==> src/src_pkg.sv <==
/*
 * Package for the reset and bus-clock controller: timing counts, vectors,
 * reset-cause bit positions and register offsets.
 * Assumes a 100 MHz osc_clock_x4 domain clock.
 */
package src_pkg;

	// ---------------------------------------------------------------
	// Timing
	// ---------------------------------------------------------------
	localparam int unsigned SRC_CLK_MHZ = 100;
	localparam int unsigned SRC_POR_CYCLES = 4096;
	localparam int unsigned SRC_STOP_LONG_CYCLES = 4096;
	localparam int unsigned SRC_STOP_SHORT_CYCLES = 32;
	localparam int unsigned SRC_PIN_DRIVE_CYCLES = 32;
	localparam int unsigned SRC_INTERNAL_RESET_TAIL_CYCLES = 32;
	localparam int unsigned SRC_RESET_LOW_NS = 100;
	localparam int unsigned SRC_RESET_LOW_CYCLES =
		(SRC_RESET_LOW_NS * SRC_CLK_MHZ + 999) / 1000;
	localparam int unsigned SRC_PRESCALE_STAGES = 12;

	// ---------------------------------------------------------------
	// Vectors
	// ---------------------------------------------------------------
	localparam logic [15:0] SRC_VEC_NORMAL = 16'hfffe;
	localparam logic [15:0] SRC_VEC_MONITOR = 16'hfefe;

	// ---------------------------------------------------------------
	// Reset cause bit positions
	// ---------------------------------------------------------------
	localparam int unsigned SRC_CAUSE_W = 6;
	localparam int unsigned SRC_CAUSE_POR = 0;
	localparam int unsigned SRC_CAUSE_PIN = 1;
	localparam int unsigned SRC_CAUSE_WDOG = 2;
	localparam int unsigned SRC_CAUSE_LVD = 3;
	localparam int unsigned SRC_CAUSE_ILOP = 4;
	localparam int unsigned SRC_CAUSE_ILAD = 5;

	// ---------------------------------------------------------------
	// Register offsets and reset values
	// ---------------------------------------------------------------
	localparam logic [3:0] SRC_REG_CAUSE = 4'h0;
	localparam logic [3:0] SRC_REG_CONFIG_REGISTER_TWO = 4'h1;
	localparam logic [3:0] SRC_REG_CONFIG1 = 4'h2;
	localparam logic [3:0] SRC_REG_IRQ_STATUS = 4'h3;
	localparam logic [3:0] SRC_REG_IRQ_MASK = 4'h4;
	localparam logic [3:0] SRC_REG_CONTROL = 4'h5;
	localparam logic [3:0] SRC_REG_IRQ_PEND0 = 4'h6;
	localparam int unsigned SRC_CFG2_RESET_PIN_ENABLE = 0;
	localparam int unsigned SRC_CFG2_IRQEN = 1;
	localparam int unsigned SRC_CFG1_SHORT_STOP_RECOVERY = 0;
	localparam int unsigned SRC_CTL_STOP = 0;
	localparam int unsigned SRC_CTL_WAIT = 1;
	localparam int unsigned SRC_CTL_MONITOR = 2;
	localparam logic [7:0] SRC_CONFIG_RESET = 8'h00;
	localparam int unsigned SRC_IRQ_SOURCES = 24;

	// Events raised to the status register.
	localparam int unsigned SRC_EV_RESET_DONE = 0;
	localparam int unsigned SRC_EV_STOP_DONE = 1;
	localparam int unsigned SRC_EV_PIN_RESET = 2;

	typedef enum logic [2:0] {
		SRC_ST_POR_WAIT,
		SRC_ST_PIN_DRIVE,
		SRC_ST_INTERNAL_RESET_TAIL,
		SRC_ST_RUN,
		SRC_ST_WAIT,
		SRC_ST_STOP,
		SRC_ST_STOP_RECOVER,
		SRC_ST_EXT_HOLD
	} src_state_t;

endpackage

==> src/src_prescaler.sv <==
/*
 * Prescaler counter: 12 counting stages and a 13th stage that ticks the
 * watchdog and restarts the count.
 * Assumes clk_in is osc_clock_x4 and that clear comes from the same domain.
 */
`timescale 1ns/1ps
module src_prescaler
	import src_pkg::*;
#(
	parameter int unsigned STAGES = SRC_PRESCALE_STAGES
) (
	input wire logic clk_in,
	input wire logic rst_n_in,
	input wire logic clk_en_in,
	input wire logic clear_in,
	output logic [STAGES-1:0] count_out,
	output logic wdog_tick_out
);

	typedef struct packed {
		logic [STAGES-1:0] count;
		logic tick;
	} src_pre_state_t;

	src_pre_state_t state;
	src_pre_state_t next_state;

	// ---------------------------------------------------------------
	// Counting
	// ---------------------------------------------------------------
	always_comb begin
		next_state = state;
		next_state.tick = 1'b0;
		if (clear_in) begin
			next_state.count = '0;
		end else begin
			next_state.count = state.count + 1'b1;
			next_state.tick = &state.count;
		end
	end

	// The count advances on the falling edge of the clock.
	always_ff @(negedge clk_in or negedge rst_n_in) begin
		if (!rst_n_in) begin
			state <= '0;
		end else if (clk_en_in) begin
			state <= next_state;
		end
	end

	assign count_out = state.count;
	assign wdog_tick_out = state.tick;

endmodule // src_prescaler

==> src/src_reset_clock.sv <==
/*
 * Reset and bus-clock controller: bus clock enables, power-on and stop
 * delays, reset sources, internal reset, reset pin handling and cause flags.
 * Assumes clk_in is osc_clock_x4 and all source inputs except the pin are
 * synchronous to it.
 */
// Function
// - Bus clock is osc_clock_x4 divided by four
// - Halve to x2, then halve again
// - Hold clocks 4096 cycles after power-on
// - Stop exit waits 4096 or 32 cycles
// - Wait stops processor clocks, peripherals run
// - Six reset sources all assert internal reset
// - Vector FFFE, or FEFE in monitor mode
// - Internal sources reset config, control and pending requests; pin reset only control and pending
// - Internal resets clear prescaler, pin does not
// - Each reset sets its cause flag
// - Pulled-up asynchronous pin halts processing
// - Pin cause needs minimum low time
// - Pin resets only with reset_pin_enable
// - Pins default to port bits after all resets except a pin reset
// - Accept up to 24 interrupt requests
// - Drive pin 32 cycles, hold 32 more
// - Prescaler 12 stages, falling edge
// - short_stop_recovery selects 32-cycle delay
`timescale 1ns/1ps
module src_reset_clock
	import src_pkg::*;
#(
	parameter int unsigned POR_CYCLES = SRC_POR_CYCLES,
	parameter int unsigned STOP_LONG_CYCLES = SRC_STOP_LONG_CYCLES,
	parameter int unsigned IRQ_SOURCES = SRC_IRQ_SOURCES
) (
	input wire logic clk_in,
	input wire logic rst_n_in,
	input wire logic clk_en_in,
	input wire logic power_on_pulse_in,
	input wire logic wdog_timeout_in,
	input wire logic low_voltage_in,
	input wire logic illegal_opcode_in,
	input wire logic illegal_address_in,
	input wire logic reset_pin_in,
	input wire logic [IRQ_SOURCES-1:0] irq_req_in,
	input wire logic wake_in,
	input wire logic [3:0] addr_in,
	input wire logic [7:0] wdata_in,
	input wire logic wr_in,
	input wire logic rd_in,
	output logic [7:0] rdata_out,
	output logic reset_pin_out,
	output logic reset_pin_oe_out,
	output logic reset_pin_pullup_out,
	output logic port_a_bit3_mode_out,
	output logic port_a_bit2_mode_out,
	output logic internal_reset_out,
	output logic osc_clock_x2_out,
	output logic bus_clk_en_out,
	output logic cpu_clk_en_out,
	output logic periph_clk_en_out,
	output logic [15:0] reset_vector_out,
	output logic [IRQ_SOURCES-1:0] irq_pending_out,
	output logic [SRC_PRESCALE_STAGES-1:0] prescale_out,
	output logic wdog_tick_out,
	output logic irq_out
);

	localparam int unsigned CW = 13;

	typedef struct packed {
		src_state_t fsm;
		logic [CW-1:0] cnt;
		logic [1:0] div;
		logic pin_meta;
		logic pin_sync;
		logic [CW-1:0] low_cnt;
		logic pin_long;
		logic [SRC_CAUSE_W-1:0] cause;
		logic [7:0] config_register_two;
		logic [7:0] config1;
		logic [7:0] control;
		logic [2:0] irq_status;
		logic [2:0] irq_mask;
		logic [IRQ_SOURCES-1:0] irq_pend;
		logic [7:0] rdata;
		logic pre_clear;
	} src_state_s_t;

	src_state_s_t state;
	src_state_s_t next_state;

	logic pin_low;
	logic int_src;
	logic [SRC_CAUSE_W-1:0] src_vec;
	logic [2:0] ev;

	// ---------------------------------------------------------------
	// Source decoding
	// ---------------------------------------------------------------
	// The block's own pin drive must not read back as an outside pin reset.
	assign pin_low = ~state.pin_sync & state.config_register_two[SRC_CFG2_RESET_PIN_ENABLE]
		& (state.fsm != SRC_ST_PIN_DRIVE);
	assign int_src = power_on_pulse_in | wdog_timeout_in | low_voltage_in
		| illegal_opcode_in | illegal_address_in;

	always_comb begin
		src_vec = '0;
		src_vec[SRC_CAUSE_POR] = power_on_pulse_in;
		src_vec[SRC_CAUSE_WDOG] = wdog_timeout_in;
		src_vec[SRC_CAUSE_LVD] = low_voltage_in;
		src_vec[SRC_CAUSE_ILOP] = illegal_opcode_in;
		src_vec[SRC_CAUSE_ILAD] = illegal_address_in;
	end

	// ---------------------------------------------------------------
	// Next state
	// ---------------------------------------------------------------
	always_comb begin
		next_state = state;
		ev = '0;
		next_state.pre_clear = 1'b0;
		next_state.rdata = '0;
		next_state.pin_meta = reset_pin_in;
		next_state.pin_sync = state.pin_meta;
		next_state.div = state.div + 2'd1;
		if (pin_low) begin
			next_state.low_cnt = (state.low_cnt == CW'(SRC_RESET_LOW_CYCLES)) ?
				state.low_cnt : state.low_cnt + 1'b1;
		end else begin
			next_state.low_cnt = '0;
		end
		next_state.pin_long = pin_low &&
			(state.low_cnt + 1'b1 >= CW'(SRC_RESET_LOW_CYCLES));
		next_state.cnt = state.cnt + 1'b1;

		case (state.fsm)
			SRC_ST_POR_WAIT: begin
				if (state.cnt >= CW'(POR_CYCLES - 1)) begin
					next_state.fsm = SRC_ST_PIN_DRIVE;
					next_state.cnt = '0;
				end
			end
			SRC_ST_PIN_DRIVE: begin
				if (state.cnt >= CW'(SRC_PIN_DRIVE_CYCLES - 1)) begin
					next_state.config_register_two = SRC_CONFIG_RESET;
					next_state.fsm = SRC_ST_INTERNAL_RESET_TAIL;
					next_state.cnt = '0;
				end
			end
			SRC_ST_INTERNAL_RESET_TAIL: begin
				if (state.cnt >= CW'(SRC_INTERNAL_RESET_TAIL_CYCLES - 1)) begin
					next_state.fsm = SRC_ST_RUN;
					next_state.cnt = '0;
					ev[SRC_EV_RESET_DONE] = 1'b1;
				end
			end
			SRC_ST_EXT_HOLD: begin
				if (!pin_low) begin
					next_state.fsm = SRC_ST_INTERNAL_RESET_TAIL;
					next_state.cnt = '0;
				end
			end
			SRC_ST_RUN: begin
				next_state.cnt = '0;
				if (state.control[SRC_CTL_STOP]) begin
					next_state.fsm = SRC_ST_STOP;
					next_state.pre_clear = 1'b1;
				end else if (state.control[SRC_CTL_WAIT]) begin
					next_state.fsm = SRC_ST_WAIT;
				end
			end
			SRC_ST_WAIT: begin
				next_state.cnt = '0;
				if (wake_in || |state.irq_pend) begin
					next_state.fsm = SRC_ST_RUN;
					next_state.control[SRC_CTL_WAIT] = 1'b0;
				end
			end
			SRC_ST_STOP: begin
				next_state.cnt = '0;
				if (wake_in || |state.irq_pend) begin
					next_state.fsm = SRC_ST_STOP_RECOVER;
					next_state.control[SRC_CTL_STOP] = 1'b0;
				end
			end
			SRC_ST_STOP_RECOVER: begin
				if (state.cnt >= (state.config1[SRC_CFG1_SHORT_STOP_RECOVERY] ?
					CW'(SRC_STOP_SHORT_CYCLES - 1) : CW'(STOP_LONG_CYCLES - 1))) begin
					next_state.fsm = SRC_ST_RUN;
					next_state.cnt = '0;
					ev[SRC_EV_STOP_DONE] = 1'b1;
				end
			end
			default: begin
				next_state.fsm = SRC_ST_POR_WAIT;
				next_state.cnt = '0;
			end
		endcase

		// Interrupt request latching.
		if (state.fsm != SRC_ST_POR_WAIT) begin
			next_state.irq_pend = state.irq_pend | irq_req_in;
		end

		// Register writes.
		if (wr_in) begin
			case (addr_in)
				SRC_REG_CONFIG_REGISTER_TWO: next_state.config_register_two = wdata_in;
				SRC_REG_CONFIG1: next_state.config1 = wdata_in;
				SRC_REG_CONTROL: next_state.control = wdata_in;
				SRC_REG_IRQ_STATUS: next_state.irq_status = state.irq_status & ~wdata_in[2:0];
				SRC_REG_IRQ_MASK: next_state.irq_mask = wdata_in[2:0];
				SRC_REG_CAUSE: next_state.irq_pend = (state.fsm != SRC_ST_POR_WAIT) ? irq_req_in : '0;
				default: begin
				end
			endcase
		end

		if (rd_in) begin
			case (addr_in)
				SRC_REG_CAUSE: next_state.rdata = {2'b00, state.cause};
				SRC_REG_CONFIG_REGISTER_TWO: next_state.rdata = state.config_register_two;
				SRC_REG_CONFIG1: next_state.rdata = state.config1;
				SRC_REG_IRQ_STATUS: next_state.rdata = {5'h00, state.irq_status};
				SRC_REG_IRQ_MASK: next_state.rdata = {5'h00, state.irq_mask};
				SRC_REG_CONTROL: next_state.rdata = state.control;
				SRC_REG_IRQ_PEND0: next_state.rdata = state.irq_pend[7:0];
				default: next_state.rdata = 8'h00;
			endcase
			if (addr_in == SRC_REG_CAUSE) begin
				next_state.cause = '0;
			end
		end

		// Pin reset recording, after the minimum low time only.
		if (state.pin_long && state.fsm != SRC_ST_EXT_HOLD) begin
			ev[SRC_EV_PIN_RESET] = 1'b1;
		end
		if (state.pin_long) begin
			next_state.cause[SRC_CAUSE_PIN] = 1'b1;
		end

		// Power-on and low voltage restart the whole sequence; other internal sources restart at the pin drive.
		if (int_src) begin
			next_state.fsm = power_on_pulse_in | low_voltage_in ?
				SRC_ST_POR_WAIT : SRC_ST_PIN_DRIVE;
			next_state.cnt = '0;
			next_state.pre_clear = 1'b1;
			next_state.cause = (power_on_pulse_in ? '0 : state.cause) | src_vec;
			// The pin enable stays until the pin drive ends; power-on clears it at once.
			next_state.config_register_two = power_on_pulse_in ? SRC_CONFIG_RESET : state.config_register_two;
			next_state.config1 = SRC_CONFIG_RESET;
			next_state.control = SRC_CONFIG_RESET;
			next_state.irq_pend = '0;
		end else if (state.pin_long) begin
			next_state.fsm = SRC_ST_EXT_HOLD;
			next_state.control = SRC_CONFIG_RESET;
			next_state.irq_pend = '0;
		end

		next_state.irq_status = next_state.irq_status | ev;
	end

	always_ff @(posedge clk_in or negedge rst_n_in) begin
		if (!rst_n_in) begin
			state <= '0;
			state.fsm <= SRC_ST_POR_WAIT;
			state.pin_meta <= 1'b1;
			state.pin_sync <= 1'b1;
			state.cause <= SRC_CAUSE_W'(1) << SRC_CAUSE_POR;
		end else if (clk_en_in) begin
			state <= next_state;
		end
	end

	// ---------------------------------------------------------------
	// Prescaler
	// ---------------------------------------------------------------
	src_prescaler #(
		.STAGES(SRC_PRESCALE_STAGES)
	) u_prescaler (
		.clk_in(clk_in),
		.rst_n_in(rst_n_in),
		.clk_en_in(clk_en_in),
		.clear_in(state.pre_clear),
		.count_out(prescale_out),
		.wdog_tick_out(wdog_tick_out)
	);

	// ---------------------------------------------------------------
	// Outputs
	// ---------------------------------------------------------------
	logic running;
	assign running = (state.fsm == SRC_ST_RUN) || (state.fsm == SRC_ST_WAIT);

	assign osc_clock_x2_out = state.div[0];
	assign bus_clk_en_out = running && (state.div == 2'd3);
	assign cpu_clk_en_out = (state.fsm == SRC_ST_RUN) && (state.div == 2'd3);
	assign periph_clk_en_out = bus_clk_en_out;
	assign internal_reset_out = ~running;
	assign reset_pin_out = 1'b0;
	assign reset_pin_oe_out = (state.fsm == SRC_ST_PIN_DRIVE) && state.config_register_two[SRC_CFG2_RESET_PIN_ENABLE];
	assign reset_pin_pullup_out = state.config_register_two[SRC_CFG2_RESET_PIN_ENABLE];
	assign port_a_bit3_mode_out = ~state.config_register_two[SRC_CFG2_RESET_PIN_ENABLE];
	assign port_a_bit2_mode_out = ~state.config_register_two[SRC_CFG2_IRQEN];
	assign reset_vector_out = state.control[SRC_CTL_MONITOR] ?
		SRC_VEC_MONITOR : SRC_VEC_NORMAL;
	assign irq_pending_out = state.irq_pend;
	assign rdata_out = state.rdata;
	assign irq_out = |(state.irq_status & state.irq_mask);

endmodule // src_reset_clock

==> config.mk <==
export PLATFORM = sky130hd
export DESIGN_NAME = src_reset_clock
export DESIGN_NICKNAME = d
export VERILOG_FILES = /design/src/src_pkg.sv /design/src/src_prescaler.sv /design/src/src_reset_clock.sv
export SDC_FILE = /design/constraint.sdc
export NUM_CORES = 1
export LEC_CHECK = 0
export BUFFER_PORTS_ARGS = -buffer_cell sky130_fd_sc_hd__buf_2
export CAP_MARGIN = 20
export CORE_MARGIN = 5
export CORE_UTILIZATION = 52
export CTS_CLUSTER_DIAMETER = 80
export DETAILED_ROUTE_END_ITERATION = 16
export PLACE_DENSITY = 0.74
export SYNTH_ARGS = -nofsm -noshare
export SYNTH_HDL_FRONTEND = slang
export SYNTH_SLANG_ARGS = --single-unit
==> constraint.sdc <==
create_clock -name clk_in -period 2.6 [get_ports clk_in]
set_input_delay 0.13 -clock clk_in [delete_from_list [all_inputs] [get_ports clk_in]]
set_output_delay 0.13 -clock clk_in [all_outputs]
set_load 0.01 [all_outputs]
==> flow_summary.toml <==
[setup_path]
path_class = "flip-flop to output pin"
cpPeakStageDelay_ns = 0.49
crit_family = "flip-flops"
reg2reg_slack_ns = 0.13
arrival_ns = 2.35
path_cells = "buf_2"
critPathMaxFanout = 5
worst_setup_path_end_kind = "output pin"
critPathBufInv = 1
cp_slowest_cell = "dfrtn_1"
crit_path_start_kind = "flip-flop"
cp.required_ns = 2.47

[pwr]
clkPwrFrac_pct = 53.0
leakage_uw = 0.00370
comb_power_share_pct = 8.1
p_sw_uw = 1130
p_int_uw = 3770
irDropWorstVdd_v = 0.000659
p_sw_share_pct = 23.0
power_density_nw_per_um2 = 621
p_seq_share_pct = 38.8

[final_layout]
final_common_cell = "buf_2"
final_layout_size_suffix_gt1_share_pct = 22.8
areaGrowthSynthToFinish_pct = 21.4
stdcell_count = 949
final_cell_mix = "102 x buf_2, 99 x dfrtp_1, 55 x a22o_1"
finish.utilization_pct = 65.0
antenna_cells = 0
fin_area_um2 = 7900
layout.nets = 829

[synth]
synth-edff-count = 0
ys_types = 70
ys_ff_latch = 116
synth_cells = 661
synth_area_leader_cell = "dfrtp_1"
synth_area_leaders = "dfrtp_1 38%, a22o_1 7.4%, buf_4 5.8%"
yosysSeqAreaShare_pct = 44.6
async_flop_share_pct = 100
syn_area_um2 = 6510
syn_avg_cell_area_um2 = 9.85
ys_warn_count = 0
synth_top_area_share_pct = 38.4
synth-main-ff-cell = "dfrtp_1"

[floorplanning]
core_um2 = 12200
die_h_um = 122
die_area_um2 = 14900
io_pins = 120
dieWidth_um = 122
placementRows = 40
start_util_pct = 53.5

[routing]
routed-via-count = 5748
avgRoutedWirePerCell_um = 19.1
avgViaCountPerCell = 6.06
first_pass_iters = 7
drt_iter0_markers = 635
drcViolationCount = 0
drtAntennaViolNets = 0
drt_wl_total_mm = 18.1

[cts]
clk_latency_ns = 0.42
cts_tree = "done"
cts-root-buf = "clkbuf_16"
cts_made_buffers = 17
cts_buffer_depth = 2
h-tree-depth = 4
cts.sinks = 116
clk_pin_slew_ns = 0.06
postCtsSetupRepairBufs = 0

[global_routing]
grt_overflow = 0
grt_pass1_wl_mm = 28.9
grt_start_max_net_pins = 53
grt_pass1_vias = 5694
globalRouteTotalUtil_pct = 24.6
antenna_found_initial = 0

[placed_design]
dpl-instance-area_um2 = 6890
io_buffers = 103
dp.final_hpwl_mm = 12.1
place_congestion = 0.907
dp.cells = 882

[sta]
fin_worst_skew_ns = 0.0226
worstMarginPinSlew_ns = 0.824
setup_viol = 0
max_freq_ghz = 0.405
final-max-slew-violation-count = 0
fin_tns_setup_ns = 0
min_period_over_period_pct = 95.2
period_needed_ns = 2.48
hold_viol_final = 0
slew_headroom_pct = 44.5
rsz0062_at_grt = "false"

[hold_path]
hp-class = "input pin to flip-flop"

[run_status]
status = "finished, final reports clean"

[run]
cap_violations = 0
final timing paths:
path | from | end | depth (start not counted)
min in group asynchronous | rst_n_in | state[76] | 2
min reg2reg | u_prescaler.wdog_tick_out | u_prescaler.wdog_tick_out | 1
max reg2reg | irq_pending_out[5] | state[40] | 6
min | wdata_in[1] | state[48] | 2
max | u_prescaler.count_out[0] | prescale_out[0] | 1
max in group asynchronous | rst_n_in | u_prescaler.count_out[9] | 2
sequential cells by signal (all words and copies together), names as in the netlist:
name / flops
reset_pin_pullup_out: 1
rdata_out: 8
osc_clock_x2_out: 1
state: 68
u_prescaler.count_out: 12
irq_pending_out: 24
u_prescaler.wdog_tick_out: 1
next_state: 1
area by class of cell:
cell class | count | area (um2)
Fill cell | 957 | 4260
Clock inverter | 13 | 204
Clock buffer | 19 | 453
Timing Repair Buffer | 156 | 1010
Tap cell | 168 | 210
Multi-Input combinational cell | 458 | 3050
Sequential cell | 116 | 2910
Inverter | 19 | 71.3
what timing repair did:
action | CTS | global route
hold endpoints to repair | 51 | 0
gates resized for setup | 0 | 2
setup endpoints to repair | 0 | 1
hold buffers | 35 | 0
Yosys cell counts (all sizes together) (4+ instances only):
master and n:
dfrtp 100, buf 67, a22o 55, nand2 48
o21ai 45, nor2 42, a21oi 22, nand3 22
inv 19, nor4 16, and3 15, clkbuf 15
nor3 14, dfrtn 13, ha 13, o2bb2ai 9
o31ai 9, and2 8, a21o 7, a22oi 7
mux2 7, nand4 7, nor2b 7, xor2 7
mux2i 6, nand2b 6, or3 6, a211oi 5
a221oi 5, a222oi 5, a32o 5, a31oi 4
nor3b 4, o211ai 4, o41ai 4, xnor2 4
through the flow:
stage | total power, uW | hold slack (ns) | setup WS, ns
floorplan | 2140 | -0.166 | 0.0609
global placement | 2270 | 0.0363 | 0.104
detailed placement | 2280 | 0.0401 | 0.0710
CTS | 4910 | 0.0221 | 0.109
global route | 5030 | 0.0407 | 0.0337
finish | 4900 | 0.0426 | 0.124
power by group through the flow:
| stage | Clock (uW) | Combinational [uW] | Sequential [uW] |
|---|---|---|---|
| after global routing | 2700 | 433 | 1910 |
| after detailed placement | 0 | 349 | 1930 |
| final | 2600 | 399 | 1900 |
| after floorplan | 0 | 216 | 1920 |
| after global placement | 0 | 337 | 1930 |
| after CTS | 2620 | 392 | 1900 |
cell families (layout without fill, tap and decap cells):
kind of cell    after synthesis  in the layout  share of synthesized area [%]
compound gates              198            198                           22.5
fa+ha+maj                    13             13                           2.50
flops                       116            116                           44.6
other cells                   2             16                          0.115
xor+xnor                     11             11                           1.48
buf+inv                     101            207                           9.36
mux                          13             13                           2.13
simple gates                207            207                           17.3
per-layer routing:
metal / track usage [%] / wire (um) / vias to the layer above
met2: 39.4 / 8620 / 303
met4: 10.2 / 410 / 0
met1: 32.0 / 7390 / 2775
met5: 0 / 0 / -
li1: - / - / 2626
met3: 6.08 / 1680 / 44
(Power assumes the default switching activity.)
